`config.mk`:
```
export PLATFORM = sky130hd
export DESIGN_NAME = bps_port
export DESIGN_NICKNAME = d
export VERILOG_FILES = /design/src/logic/bps_pkg.sv /design/src/logic/bps_port.sv
export SDC_FILE = /design/constraint.sdc
export NUM_CORES = 1
export LEC_CHECK = 0
export BUFFER_PORTS_ARGS = -buffer_cell sky130_fd_sc_hd__buf_2
export CAP_MARGIN = 20
export CORE_MARGIN = 5
export CORE_UTILIZATION = 49
export DETAILED_ROUTE_END_ITERATION = 8
export HOLD_SLACK_MARGIN = 0.12
export PLACE_DENSITY = 0.76
export SYNTH_ARGS = -nofsm -noshare
export SYNTH_HDL_FRONTEND = slang
export SYNTH_SLANG_ARGS = --single-unit
export TNS_END_PERCENT = 50
```
`constraint.sdc`:
```
create_clock -name clk_i -period 1.34 [get_ports clk_i]
set_input_delay 0.335 -clock clk_i [delete_from_list [all_inputs] [get_ports clk_i]]
set_output_delay 0.335 -clock clk_i [all_outputs]
set_load 0.1 [all_outputs]
```
`src/logic/bps_pkg.sv`:
```
// Purpose: constants and types for the byte port with slave control
// Assumes: plain register port, 8-bit data
// Notes: offsets are register indices on the plain port
package bps_pkg;
  localparam logic [3:0] ADDR_PIN_D = 4'h0;
  localparam logic [3:0] ADDR_HOLD_D = 4'h1;
  localparam logic [3:0] ADDR_DIR_D = 4'h2;
  localparam logic [3:0] ADDR_PIN_E = 4'h3;
  localparam logic [3:0] ADDR_HOLD_E = 4'h4;
  localparam logic [3:0] ADDR_DIR_E = 4'h5;
  localparam logic [3:0] ADDR_ANALOG = 4'h6;
  localparam logic [3:0] ADDR_IRQ_STAT = 4'h7;
  localparam logic [3:0] ADDR_IRQ_MASK = 4'h8;
  localparam int BIT_IBF = 7;
  localparam int BIT_OBF = 6;
  localparam int BIT_INPUT_OVERRUN_FLAG = 5;
  localparam int BIT_MODE = 4;
  localparam logic [7:0] RST_DIR_D = 8'hFF;
  localparam logic [2:0] RST_DIR_E = 3'h7;
  localparam logic [2:0] RST_ANALOG = 3'h7;
  localparam logic [7:0] RST_ZERO = 8'h00;
  localparam int IRQ_WRITE = 0;
  localparam int IRQ_READ = 1;
  localparam int IRQ_OVERRUN = 2;

  typedef struct packed {
    logic [3:0] addr;
    logic [7:0] wdata;
    logic wr;
    logic rd;
  } bps_req_t;

  typedef struct packed {
    logic [7:0] o;
    logic [7:0] oe;
  } bps_pad8_t;

  typedef struct packed {
    logic [2:0] o;
    logic [2:0] oe;
  } bps_pad3_t;
endpackage : bps_pkg

```
`src/logic/bps_port.sv`:
```
// Purpose: port D (8 bit) and port E (3 bit) with parallel slave mode
// Assumes: pins synchronous to clk_i; one clock domain
// Notes: port E carries active-low read, write and select in slave mode
//
// Contract
// - port E direction bit one makes its pin an input, driver off
// - port E direction bit zero drives pin from output hold latch
// - port E latch reads and writes return latch value, not pins
// - port E pins set analog read as zero
// - port E direction still gates drivers while pins are analog
// - after reset all port E pins are analog inputs
// - direction_e bit 7 shows input byte waiting, read-only
// - direction_e bit 6 shows output byte not yet read, read-only
// - bit 5 sets on external write over unread byte, software clears
// - direction_e bit 4 selects slave port mode
// - direction_e bit 3 always reads zero
// - slave read when read strobe and select both low
// - slave write when write strobe and select both low
// - select low means chosen, high blocks all slave transfers
// - port D pin n is slave bus bit n
// - write captured when select and write first both seen low
// - read done when select and read first both seen low
// - software sets port E inputs and digital before slave use
//
// The address map and strobed register access were left to the implementer.
`timescale 1ns/1ps
module bps_port (
  // clock and reset
  input wire logic clk_i,
  input wire logic rst_n_i,
  // register port
  input wire bps_pkg::bps_req_t req_i,
  output logic [7:0] rdata_o,
  output logic irq_o,
  // port D pins
  input wire logic [7:0] pad_d_i,
  output bps_pkg::bps_pad8_t pad_d_o,
  // port E pins
  input wire logic [2:0] pad_e_i,
  output bps_pkg::bps_pad3_t pad_e_o
);
  import bps_pkg::*;

  logic [7:0] hold_d;
  logic [7:0] dir_d;
  logic [7:0] in_buf;
  logic [2:0] hold_e;
  logic [2:0] dir_e;
  logic [2:0] analog;
  logic mode;
  logic input_full_flag;
  logic output_full_flag;
  logic input_overrun_flag;
  logic [2:0] irq_stat;
  logic [2:0] irq_mask;
  logic wr_act_q;
  logic rd_act_q;

  function automatic logic hit(input bps_req_t r, input logic [3:0] a);
    hit = r.wr && (r.addr == a);
  endfunction : hit

  // strobe decode, pins after select
  wire cs_sel = mode && !pad_e_i[2];
  wire wr_act = cs_sel && !pad_e_i[1];
  wire rd_act = cs_sel && !pad_e_i[0];
  wire ext_wr = wr_act && !wr_act_q;
  wire ext_rd = rd_act && !rd_act_q;
  wire cpu_rd_d = req_i.rd && (req_i.addr == ADDR_PIN_D);
  wire cpu_wr_d = hit(req_i, ADDR_PIN_D) || hit(req_i, ADDR_HOLD_D);
  wire set_input_overrun_flag = ext_wr && input_full_flag;
  wire [2:0] irq_ev = {set_input_overrun_flag, ext_rd, ext_wr};
  wire [7:0] stat_e = {input_full_flag, output_full_flag, input_overrun_flag, mode, 1'b0, dir_e};
  wire [2:0] pin_e_val = pad_e_i & ~analog;
  // in slave mode port D reads return the captured byte
  wire [7:0] pin_d_val = mode ? in_buf : pad_d_i;

  // outputs: port D drives on slave read or as plain output
  always_comb begin
    pad_d_o.o = hold_d;
    pad_d_o.oe = mode ? {8{rd_act}} : ~dir_d;
    pad_e_o.o = hold_e;
    pad_e_o.oe = ~dir_e;
  end

  assign irq_o = |(irq_stat & irq_mask);

  always_ff @(posedge clk_i or negedge rst_n_i) begin
    if (!rst_n_i) begin
      wr_act_q <= 1'b0;
      rd_act_q <= 1'b0;
    end else begin
      wr_act_q <= wr_act;
      rd_act_q <= rd_act;
    end
  end

  // cpu side registers
  always_ff @(posedge clk_i or negedge rst_n_i) begin
    if (!rst_n_i) begin
      hold_d <= RST_ZERO;
      dir_d <= RST_DIR_D;
      hold_e <= 3'h0;
      dir_e <= RST_DIR_E;
      analog <= RST_ANALOG;
      mode <= 1'b0;
      irq_mask <= 3'h0;
    end else begin
      if (cpu_wr_d) begin
        hold_d <= req_i.wdata;
      end
      if (hit(req_i, ADDR_DIR_D)) begin
        dir_d <= req_i.wdata;
      end
      if (hit(req_i, ADDR_PIN_E) || hit(req_i, ADDR_HOLD_E)) begin
        hold_e <= req_i.wdata[2:0];
      end
      if (hit(req_i, ADDR_DIR_E)) begin
        dir_e <= req_i.wdata[2:0];
        mode <= req_i.wdata[BIT_MODE];
      end
      if (hit(req_i, ADDR_ANALOG)) begin
        analog <= req_i.wdata[2:0];
      end
      if (hit(req_i, ADDR_IRQ_MASK)) begin
        irq_mask <= req_i.wdata[2:0];
      end
    end
  end

  // slave port flags; set wins over clear
  always_ff @(posedge clk_i or negedge rst_n_i) begin
    if (!rst_n_i) begin
      in_buf <= RST_ZERO;
      input_full_flag <= 1'b0;
      output_full_flag <= 1'b0;
      input_overrun_flag <= 1'b0;
      irq_stat <= 3'h0;
    end else begin
      if (ext_wr) begin
        in_buf <= pad_d_i;
      end
      if (ext_wr) begin
        input_full_flag <= 1'b1;
      end else if (cpu_rd_d) begin
        input_full_flag <= 1'b0;
      end
      if (cpu_wr_d && mode) begin
        output_full_flag <= 1'b1;
      end else if (ext_rd) begin
        output_full_flag <= 1'b0;
      end
      if (set_input_overrun_flag) begin
        input_overrun_flag <= 1'b1;
      end else if (hit(req_i, ADDR_DIR_E) && !req_i.wdata[BIT_INPUT_OVERRUN_FLAG]) begin
        input_overrun_flag <= 1'b0;
      end
      irq_stat <= irq_ev | (irq_stat &
        ~({3{hit(req_i, ADDR_IRQ_STAT)}} & req_i.wdata[2:0]));
    end
  end

  // read data one cycle after the read strobe
  always_ff @(posedge clk_i or negedge rst_n_i) begin
    if (!rst_n_i) begin
      rdata_o <= RST_ZERO;
    end else if (req_i.rd) begin
      case (req_i.addr)
        ADDR_PIN_D: rdata_o <= pin_d_val;
        ADDR_HOLD_D: rdata_o <= hold_d;
        ADDR_DIR_D: rdata_o <= dir_d;
        ADDR_PIN_E: rdata_o <= {5'h00, pin_e_val};
        ADDR_HOLD_E: rdata_o <= {5'h00, hold_e};
        ADDR_DIR_E: rdata_o <= stat_e;
        ADDR_ANALOG: rdata_o <= {5'h00, analog};
        ADDR_IRQ_STAT: rdata_o <= {5'h00, irq_stat};
        ADDR_IRQ_MASK: rdata_o <= {5'h00, irq_mask};
        default: rdata_o <= RST_ZERO;
      endcase
    end else begin
      rdata_o <= RST_ZERO;
    end
  end

  // checks
  property p_ibf_set;
    @(posedge clk_i) disable iff (!rst_n_i)
    ext_wr |=> input_full_flag;
  endproperty
  a_ibf_set: assert property (p_ibf_set) else $error("ibf not set");

  property p_input_overrun_flag;
    @(posedge clk_i) disable iff (!rst_n_i)
    (ext_wr && input_full_flag) |=> input_overrun_flag;
  endproperty
  a_input_overrun_flag: assert property (p_input_overrun_flag) else $error("overrun missed");

  property p_obf_clr;
    @(posedge clk_i) disable iff (!rst_n_i)
    (ext_rd && !(cpu_wr_d && mode)) |=> !output_full_flag;
  endproperty
  a_obf_clr: assert property (p_obf_clr) else $error("obf stuck");

  property p_cs_gate;
    @(posedge clk_i) disable iff (!rst_n_i)
    pad_e_i[2] |-> !ext_wr && !ext_rd;
  endproperty
  a_cs_gate: assert property (p_cs_gate) else $error("unselected xfer");

  property p_first_low;
    @(posedge clk_i) disable iff (!rst_n_i)
    ext_wr |=> !ext_wr;
  endproperty
  a_first_low: assert property (p_first_low) else $error("double write");

  property p_rd_drive;
    @(posedge clk_i) disable iff (!rst_n_i)
    (mode && rd_act) |-> pad_d_o.oe == 8'hFF;
  endproperty
  a_rd_drive: assert property (p_rd_drive) else $error("no drive");

  property p_dir_e;
    @(posedge clk_i) disable iff (!rst_n_i)
    pad_e_o.oe == ~dir_e;
  endproperty
  a_dir_e: assert property (p_dir_e) else $error("port e oe");

  property p_ibf_clr;
    @(posedge clk_i) disable iff (!rst_n_i)
    (cpu_rd_d && !ext_wr) |=> !input_full_flag;
  endproperty
  a_ibf_clr: assert property (p_ibf_clr) else $error("ibf not cleared");

  property p_bit3;
    @(posedge clk_i) disable iff (!rst_n_i)
    (req_i.rd && req_i.addr == ADDR_DIR_E) |=> !rdata_o[3];
  endproperty
  a_bit3: assert property (p_bit3) else $error("bit3 set");

  property p_input_overrun_flag_hold;
    @(posedge clk_i) disable iff (!rst_n_i)
    (input_overrun_flag && !(hit(req_i, ADDR_DIR_E) && !req_i.wdata[BIT_INPUT_OVERRUN_FLAG])) |=> input_overrun_flag;
  endproperty
  a_input_overrun_flag_hold: assert property (p_input_overrun_flag_hold) else $error("input_overrun_flag lost");

  property p_obf_set;
    @(posedge clk_i) disable iff (!rst_n_i)
    (cpu_wr_d && mode) |=> output_full_flag;
  endproperty
  a_obf_set: assert property (p_obf_set) else $error("obf not set");

  property p_ibf_keep;
    @(posedge clk_i) disable iff (!rst_n_i)
    (input_full_flag && !cpu_rd_d) |=> input_full_flag;
  endproperty
  a_ibf_keep: assert property (p_ibf_keep) else $error("ibf lost");

  property p_obf_keep;
    @(posedge clk_i) disable iff (!rst_n_i)
    (output_full_flag && !ext_rd) |=> output_full_flag;
  endproperty
  a_obf_keep: assert property (p_obf_keep) else $error("obf lost");

  property p_e_out;
    @(posedge clk_i) disable iff (!rst_n_i)
    pad_e_o.o == hold_e;
  endproperty
  a_e_out: assert property (p_e_out) else $error("port e data");

  property p_e_analog;
    @(posedge clk_i) disable iff (!rst_n_i)
    (req_i.rd && req_i.addr == ADDR_PIN_E) |=>
      ((rdata_o[2:0] & $past(analog)) == 3'h0);
  endproperty
  a_e_analog: assert property (p_e_analog) else $error("analog read");

  property p_hold_e_rd;
    @(posedge clk_i) disable iff (!rst_n_i)
    (req_i.rd && req_i.addr == ADDR_HOLD_E) |=>
      (rdata_o == {5'h00, $past(hold_e)});
  endproperty
  a_hold_e_rd: assert property (p_hold_e_rd) else $error("latch read");

  property p_ibf_ro;
    @(posedge clk_i) disable iff (!rst_n_i)
    (hit(req_i, ADDR_DIR_E) && !ext_wr) |=> (input_full_flag == $past(input_full_flag));
  endproperty
  a_ibf_ro: assert property (p_ibf_ro) else $error("ibf written");

  property p_obf_ro;
    @(posedge clk_i) disable iff (!rst_n_i)
    (hit(req_i, ADDR_DIR_E) && !ext_rd) |=> (output_full_flag == $past(output_full_flag));
  endproperty
  a_obf_ro: assert property (p_obf_ro) else $error("obf written");

  property p_mode_set;
    @(posedge clk_i) disable iff (!rst_n_i)
    hit(req_i, ADDR_DIR_E) |=> (mode == $past(req_i.wdata[BIT_MODE]));
  endproperty
  a_mode_set: assert property (p_mode_set) else $error("mode bit");

  property p_gpio_d;
    @(posedge clk_i) disable iff (!rst_n_i)
    !mode |-> (pad_d_o.oe == ~dir_d);
  endproperty
  a_gpio_d: assert property (p_gpio_d) else $error("port d oe");

  property p_no_drive;
    @(posedge clk_i) disable iff (!rst_n_i)
    (mode && !rd_act) |-> (pad_d_o.oe == 8'h00);
  endproperty
  a_no_drive: assert property (p_no_drive) else $error("bus driven");

  property p_mode_gate;
    @(posedge clk_i) disable iff (!rst_n_i)
    !mode |-> (!ext_wr && !ext_rd);
  endproperty
  a_mode_gate: assert property (p_mode_gate) else $error("gpio xfer");

  property p_rd_first;
    @(posedge clk_i) disable iff (!rst_n_i)
    ext_rd |=> !ext_rd;
  endproperty
  a_rd_first: assert property (p_rd_first) else $error("double read");

  property p_wr_capture;
    @(posedge clk_i) disable iff (!rst_n_i)
    ext_wr |=> (in_buf == $past(pad_d_i));
  endproperty
  a_wr_capture: assert property (p_wr_capture) else $error("bad byte");

  property p_rdata_idle;
    @(posedge clk_i) disable iff (!rst_n_i)
    !req_i.rd |=> (rdata_o == 8'h00);
  endproperty
  a_rdata_idle: assert property (p_rdata_idle) else $error("rdata stuck");

  property p_irq_wr;
    @(posedge clk_i) disable iff (!rst_n_i)
    ext_wr |=> irq_stat[IRQ_WRITE];
  endproperty
  a_irq_wr: assert property (p_irq_wr) else $error("write event");

  property p_rd_data;
    @(posedge clk_i) disable iff (!rst_n_i)
    (mode && rd_act) |-> (pad_d_o.o == hold_d);
  endproperty
  a_rd_data: assert property (p_rd_data) else $error("read data");
endmodule : bps_port

```
==> impl_metrics.json, run 1 <==
{
  "outcome": "finished, violations left",
  "violations": "negative setup slack",
  "rr_worst_depth": 4,
  "portBuffers": 57,
  "grt_antenna_before_repair": 0,
  "drv_slew": 0,
  "dp_hpwl_mm": 5.377,
  "r2r_start": "mode",
  "synth_edf_count": 0,
  "hold_path_class": "input pin to flop",
  "drtAntennaViolNets": 0,
  "grt_pass1_wl_mm": 12.43,
  "worstSetupEndpointType": "output port",
  "yosysWarnings": 0,
  "cp_max_fo": 6,
  "ys_types": 47,
  "worstMarginPinSlew_ns": 0.4952,
  "drc": 0,
  "ir_worst_vdd_mv": 1.513,
  "power_density_nw_per_um2": 1727,
  "area_growth_pct": 53.02,
  "clk_pin_slew_ns": 0.09,
  "use_met1": 0.2770,
  "die_x_um": 83.58,
  "place_congestion": 0.8795,
  "whs_ns": 0.2325,
  "min_from": "pad_e_i[1]",
  "yosysSeqAreaShare": 0.5066,
  "setup_slack_ns": -0.4994,
  "wl_mm": 7.393,
  "num_io_pins": 58,
  "min_period_ns": 1.839,
  "synth_top_area_share": 0.3679,
  "critPathRequiredTime_ns": 1.00,
  "fin_nets": 349,
  "p_comb_frac": 0.527,
  "intPower_uw": 3948,
  "drv_cap": 0,
  "cts_max_path_buffers": 2,
  "clockRootBuffer": "clkbuf_8",
  "reg2reg_slack_ns": -0.17,
  "place_area_um2": 3782,
  "clkLatencyLatePin_ns": 0.31,
  "grt_max_degree": 54,
  "use_met3": 0.06120,
  "h-tree-depth": 2,
  "cts_sinks": 53,
  "yosys.area.top_type": "dfrtp_1",
  "antenna_cells": 0,
  "die_y_um": 83.58,
  "synth_most_common_cell": "dfrtp_1",
  "grt.overflow.total": 0,
  "synth_area_um2": 2653,
  "finalSetupViolCount": 23,
  "ys_ff_latch": 53,
  "seqPwrFrac": 0.348,
  "design_area_um2": 4059,
  "start_util": 0.5128,
  "core_area_um2": 5172,
  "grt_util_met2": 0.3796,
  "first_pass_iters": 5,
  "finalNonFillerCells": 393,
  "via_count": 2184,
  "crit_path_start_kind": "flop",
  "grt_usage": 0.2231,
  "p_sw_uw": 3063,
  "rows": 26,
  "clkPwrFrac": 0.125,
  "clock_skew_ns": 0.01110,
  "cts_tree": "yes",
  "syn_avg_cell_area_um2": 11.63,
  "whs_path_depth": 2,
  "post_drt_wl_per_cell_um": 18.81,
  "drtIter0Drc": 148,
  "crit_type": "flop to output port",
  "cts_buffers": 5,
  "synthCells": 228,
  "holdPathEnd": "wr_act_q",
  "max_freq_mhz": 543.6,
  "place_inst": 381,
  "synth_top_cells_by_area": "dfrtp_1 (37%), dfstp_2 (14%), mux2_2 (12%), mux2_1 (5.1%), nand2_1 (3.0%)",
  "crit_arrival_ns": 1.50,
  "dieArea_um2": 6985,
  "leakage_uw": 0.001771,
  "synth.top_cells.by_count": "dfrtp_1 (39), mux2_2 (28), nand2_1 (21)",
  "timing.rr.end": "rdata_o[3]",
  "viasPerCell": 5.557,
  "grt_pass1_vias": 2401,
  "grt-busiest-layer": "met2",
  "relSlewSlack": 0.6654,
  "hold_viol": 0,
  "rsz0062_at_grt": "yes",
  "fin_crit_sh": 1.373,
  "syn_nets": 255,
  "async_flop_share": 1.000,
  "ys.flop_type": "dfrtp_1",
  "swShare": 0.4369,
  "drive_gt1_frac": 0.5697
}
[sequential cells by signal, summed over array words and instances (netlist names), 3 cells and up]
| signal | cells |
|---|---|
| in_buf | 8 |
| irq_mask | 3 |
| dir_d | 8 |
| hold_d | 8 |
| rdata_o | 8 |
| hold_e | 3 |
| dir_e | 3 |
| irq_stat | 3 |
| analog | 3 |
[layout by cell type, fill, tap and decap left out, types with 6 or more instances in the layout]
master	count
mux2_1	7
o21ai_1	6
dfstp_2	14
dfrtp_1	36
buf_12	33
buf_4	33
nand2_1	21
mux2_2	28
buf_2	26
o21ai_4	8
a21oi_1	6
[stage by stage]
| stage | setup slack (ns) | total power (µW) | util | setup TNS [ns] |
|---|---|---|---|---|
| after floorplan | -0.2287 | 4628 | - | -2.680 |
| after global placement | -0.3324 | 5810 | 0.7313 | -11.11 |
| after detailed placement | -0.3505 | 5904 | 0.7313 | -12.58 |
| after CTS | -0.5082 | 6973 | 0.7767 | -5.488 |
| after global routing | -0.5257 | 7298 | 0.7847 | -5.971 |
| final | -0.4994 | 7011 | 0.7847 | -5.021 |
[routing by layer]
metal | vias to the layer above | share of wire
li1 | 1024 | -
met1 | 1085 | 0.41
met2 | 65 | 0.51
met3 | 10 | 0.066
met4 | 0 | 0.013
met5 | - | 0
[kinds of logic (layout without fill, tap and decap cells)]
family / count (synthesis) / count (layout) / share of synthesized area
multiplexers: 44 / 44 / 0.1849
buffers and inverters: 18 / 113 / 0.03302
flip-flops: 53 / 53 / 0.5066
AO/OA/AOI/OAI: 49 / 49 / 0.1222
AND/OR/NAND/NOR: 64 / 64 / 0.1533
[what timing repair did]
item                       CTS  global route
gates resized for setup     29            11
buffers inserted             3             0
setup endpoints to repair   29            32
hold endpoints to repair    39             0
hold buffers                 1             0
cloned                       1             0
pin swaps                    3             6
[critical path: stages, from the launching register on]
cell	delay [ns]
dfrtp_1	0.38
nand2b_1	0.10
or2_4	0.28
buf_12	0.16
o21ai_4	0.07
buf_12	0.19
[layout make-up]
| cell class | instances | area, µm² |
|---|---|---|
| multi-input combinational | 157 | 1386 |
| sequential | 53 | 1348 |
| timing repair buffer | 99 | 1132 |
| fill | 302 | 1114 |
| tap | 70 | 87.58 |
| clock buffer | 6 | 72.57 |
| inverter | 6 | 22.52 |
| clock inverter | 2 | 10.01 |
[power groups by stage]
stage / logic (µW) / clock network, µW / registers (µW)
floorplan: 1670 / 0 / 2960
global route: 3840 / 956 / 2500
detailed placement: 3440 / 0 / 2460
global placement: 3380 / 0 / 2430
CTS: 3660 / 878 / 2430
finish: 3690 / 876 / 2440
[worst max path at each step]
| stage | depth (start not counted) | endpoint | slack [ns] | startpoint |
|---|---|---|---|---|
| 2_1_floorplan | 3 | pad_d_o[0] | -0.23 | mode |
| 3_3_place_gp | 6 | pad_d_o[6] | -0.33 | pad_e_i[2] |
| 3_5_place_dp | 6 | pad_d_o[1] | -0.35 | pad_e_i[2] |
| 4_1_cts | 5 | pad_d_o[1] | -0.51 | mode |
| 5_1_grt | 5 | pad_d_o[1] | -0.53 | mode |
| 6_report | 5 | pad_d_o[1] | -0.50 | mode |
Note: power is estimated with default switching activity, not from simulation.
==> run 2, diff against run 1 <==
CORE_ASPECT_RATIO = 1.2   (was default)
==> run 2 against run 1 <==
- the flow still finishes with violations (negative setup slack)
- critical path depth is the same
- largest cell class unchanged
- highest routed layer unchanged
- maximum frequency grew 0.91%
- power rose by 2.8%
==> impl_metrics.json, run 2 (synthesis results as in run 1) <==
{
  "rows": 29,
  "place_congestion": 0.8604,
  "clkLatencyLatePin_ns": 0.31,
  "dp_hpwl_mm": 5.409,
  "drv_slew": 0,
  "relSlewSlack": 0.7673,
  "drv_cap": 0,
  "grt_pass1_wl_mm": 12.55,
  "antenna_cells": 0,
  "final_cell_mix": "buf_4 (41), dfrtp_1 (36), buf_12 (36)",
  "critPathRequiredTime_ns": 1.00,
  "first_pass_iters": 4,
  "hold_path_class": "input pin to flop",
  "die_y_um": 90.60,
  "via_count": 2308,
  "grt_usage": 0.2233,
  "place_inst": 378,
  "h-tree-depth": 2,
  "power_density_nw_per_um2": 1727,
  "register_area_um2": 1348,
  "crit_type": "flop to output port",
  "die_x_um": 77.17,
  "crit_arrival_ns": 1.49,
  "worstSetupEndpointType": "output port",
  "drive_gt1_frac": 0.5808,
  "grt_antenna_before_repair": 0,
  "hold_viol": 0,
  "grt.overflow.total": 0,
  "clock_skew_ns": 0.01283,
  "cp_max_fo": 6,
  "cts_sinks": 53,
  "cts_tree": "yes",
  "start_util": 0.5042,
  "wl_mm": 7.502,
  "finalNonFillerCells": 396,
  "ir_worst_vdd_mv": 1.281,
  "cts_max_path_buffers": 2,
  "min_period_ns": 1.823,
  "viasPerCell": 5.828,
  "drtAntennaViolNets": 0,
  "area_growth_pct": 57.26,
  "rsz0062_at_grt": "yes",
  "multi_input_area_um2": 1375,
  "finalSetupViolCount": 28,
  "grt_max_degree": 54,
  "n_fill_cell": 309,
  "drtIter0Drc": 182,
  "fin_crit_sh": 1.360,
  "leakage_uw": 0.001852,
  "finalPower_uw": 7205,
  "max_freq_mhz": 548.6,
  "fin_nets": 360,
  "post_drt_wl_per_cell_um": 18.94,
  "whs_ns": 0.2433,
  "layout_commonest_cell": "buf_4",
  "grt_pass1_vias": 2514,
  "crit_path_start_kind": "flop",
  "outcome": "finished, violations left",
  "dieArea_um2": 6991,
  "core_area_um2": 5261,
  "tns_ns": -5.740,
  "drc": 0,
  "clk_pin_slew_ns": 0.10,
  "setup_slack_ns": -0.4828,
  "cts_buffers": 5,
  "num_io_pins": 58,
  "clockRootBuffer": "clkbuf_8",
  "worstMarginPinSlew_ns": 0.3458,
  "portBuffers": 57,
  "violations": "negative setup slack"
}
-- run 2: cell types whose count changed in the layout (fill, tap and decap cells not counted), sizes merged --
cell	before	now
buf	98	109
-- run 2: worst paths after layout --
check / start / end / slack (ns) / cells past startpoint
max: mode / pad_d_o[3] / -0.48 / 5
max in group asynchronous: rst_n_i / analog[1] / 0.50 / 3
max reg2reg: mode / rdata_o[1] / -0.20 / 7
min reg2reg: rd_act_q / irq_stat[1] / 0.49 / 1
min: pad_e_i[1] / wr_act_q / 0.24 / 2
min in group asynchronous: rst_n_i / hold_d[7] / 0.54 / 3
-- run 2: per-layer routing --
| metal | wire (µm) | GRT usage |
|---|---|---|
| met4 | 204 | 0.08453 |
| met1 | 2899 | 0.2736 |
| met5 | 0 | 0 |
| met2 | 3946 | 0.3848 |
| met3 | 452 | 0.04192 |
-- run 2: layout make-up --
cell class | instances | share of cell area
timing repair buffer | 110 | 0.3002
multi-input combinational | 157 | 0.3296
inverter | 6 | 0.005399
clock inverter | 2 | 0.003299
clock buffer | 6 | 0.01980
tap | 62 | 0.01860
sequential | 53 | 0.3230
-- run 2: report_power, final --
group / switching, µW / internal [µW] / total (µW) / leakage [µW]
combinational: 2200 / 1610 / 3810 / 0.00118
sequential: 375 / 2070 / 2450 / 0.000622
clock: 527 / 420 / 947 / 0.0000512
total: 3100 / 4100 / 7210 / 0.00185
-- run 2: repair_timing --
item,CTS,global route
hold buffers,1,0
pin swaps,6,3
gates cloned,1,0
hold endpoints to repair,39,0
setup buffers,11,2
endpoints found under the setup margin,27,33
resized for setup,40,4
-- run 2: through the flow --
stage / util / setup slack [ns] / instance area (µm²)
6_report: 0.7929 / -0.4828 / 4172
5_1_grt: 0.7929 / -0.5141 / 4172
4_1_cts: 0.7936 / -0.4941 / 4175
3_5_place_dp: 0.7313 / -0.3269 / 3847
3_3_place_gp: 0.7313 / -0.2966 / 3847
2_1_floorplan: - / -0.2287 / 2786
-- run 2: critical path, cell delays in order, from the launching register on --
cell	delay (ns)
dfrtp_1	0.38
nand2b_1	0.09
or2_4	0.28
buf_12	0.16
o21ai_4	0.07
buf_12	0.19
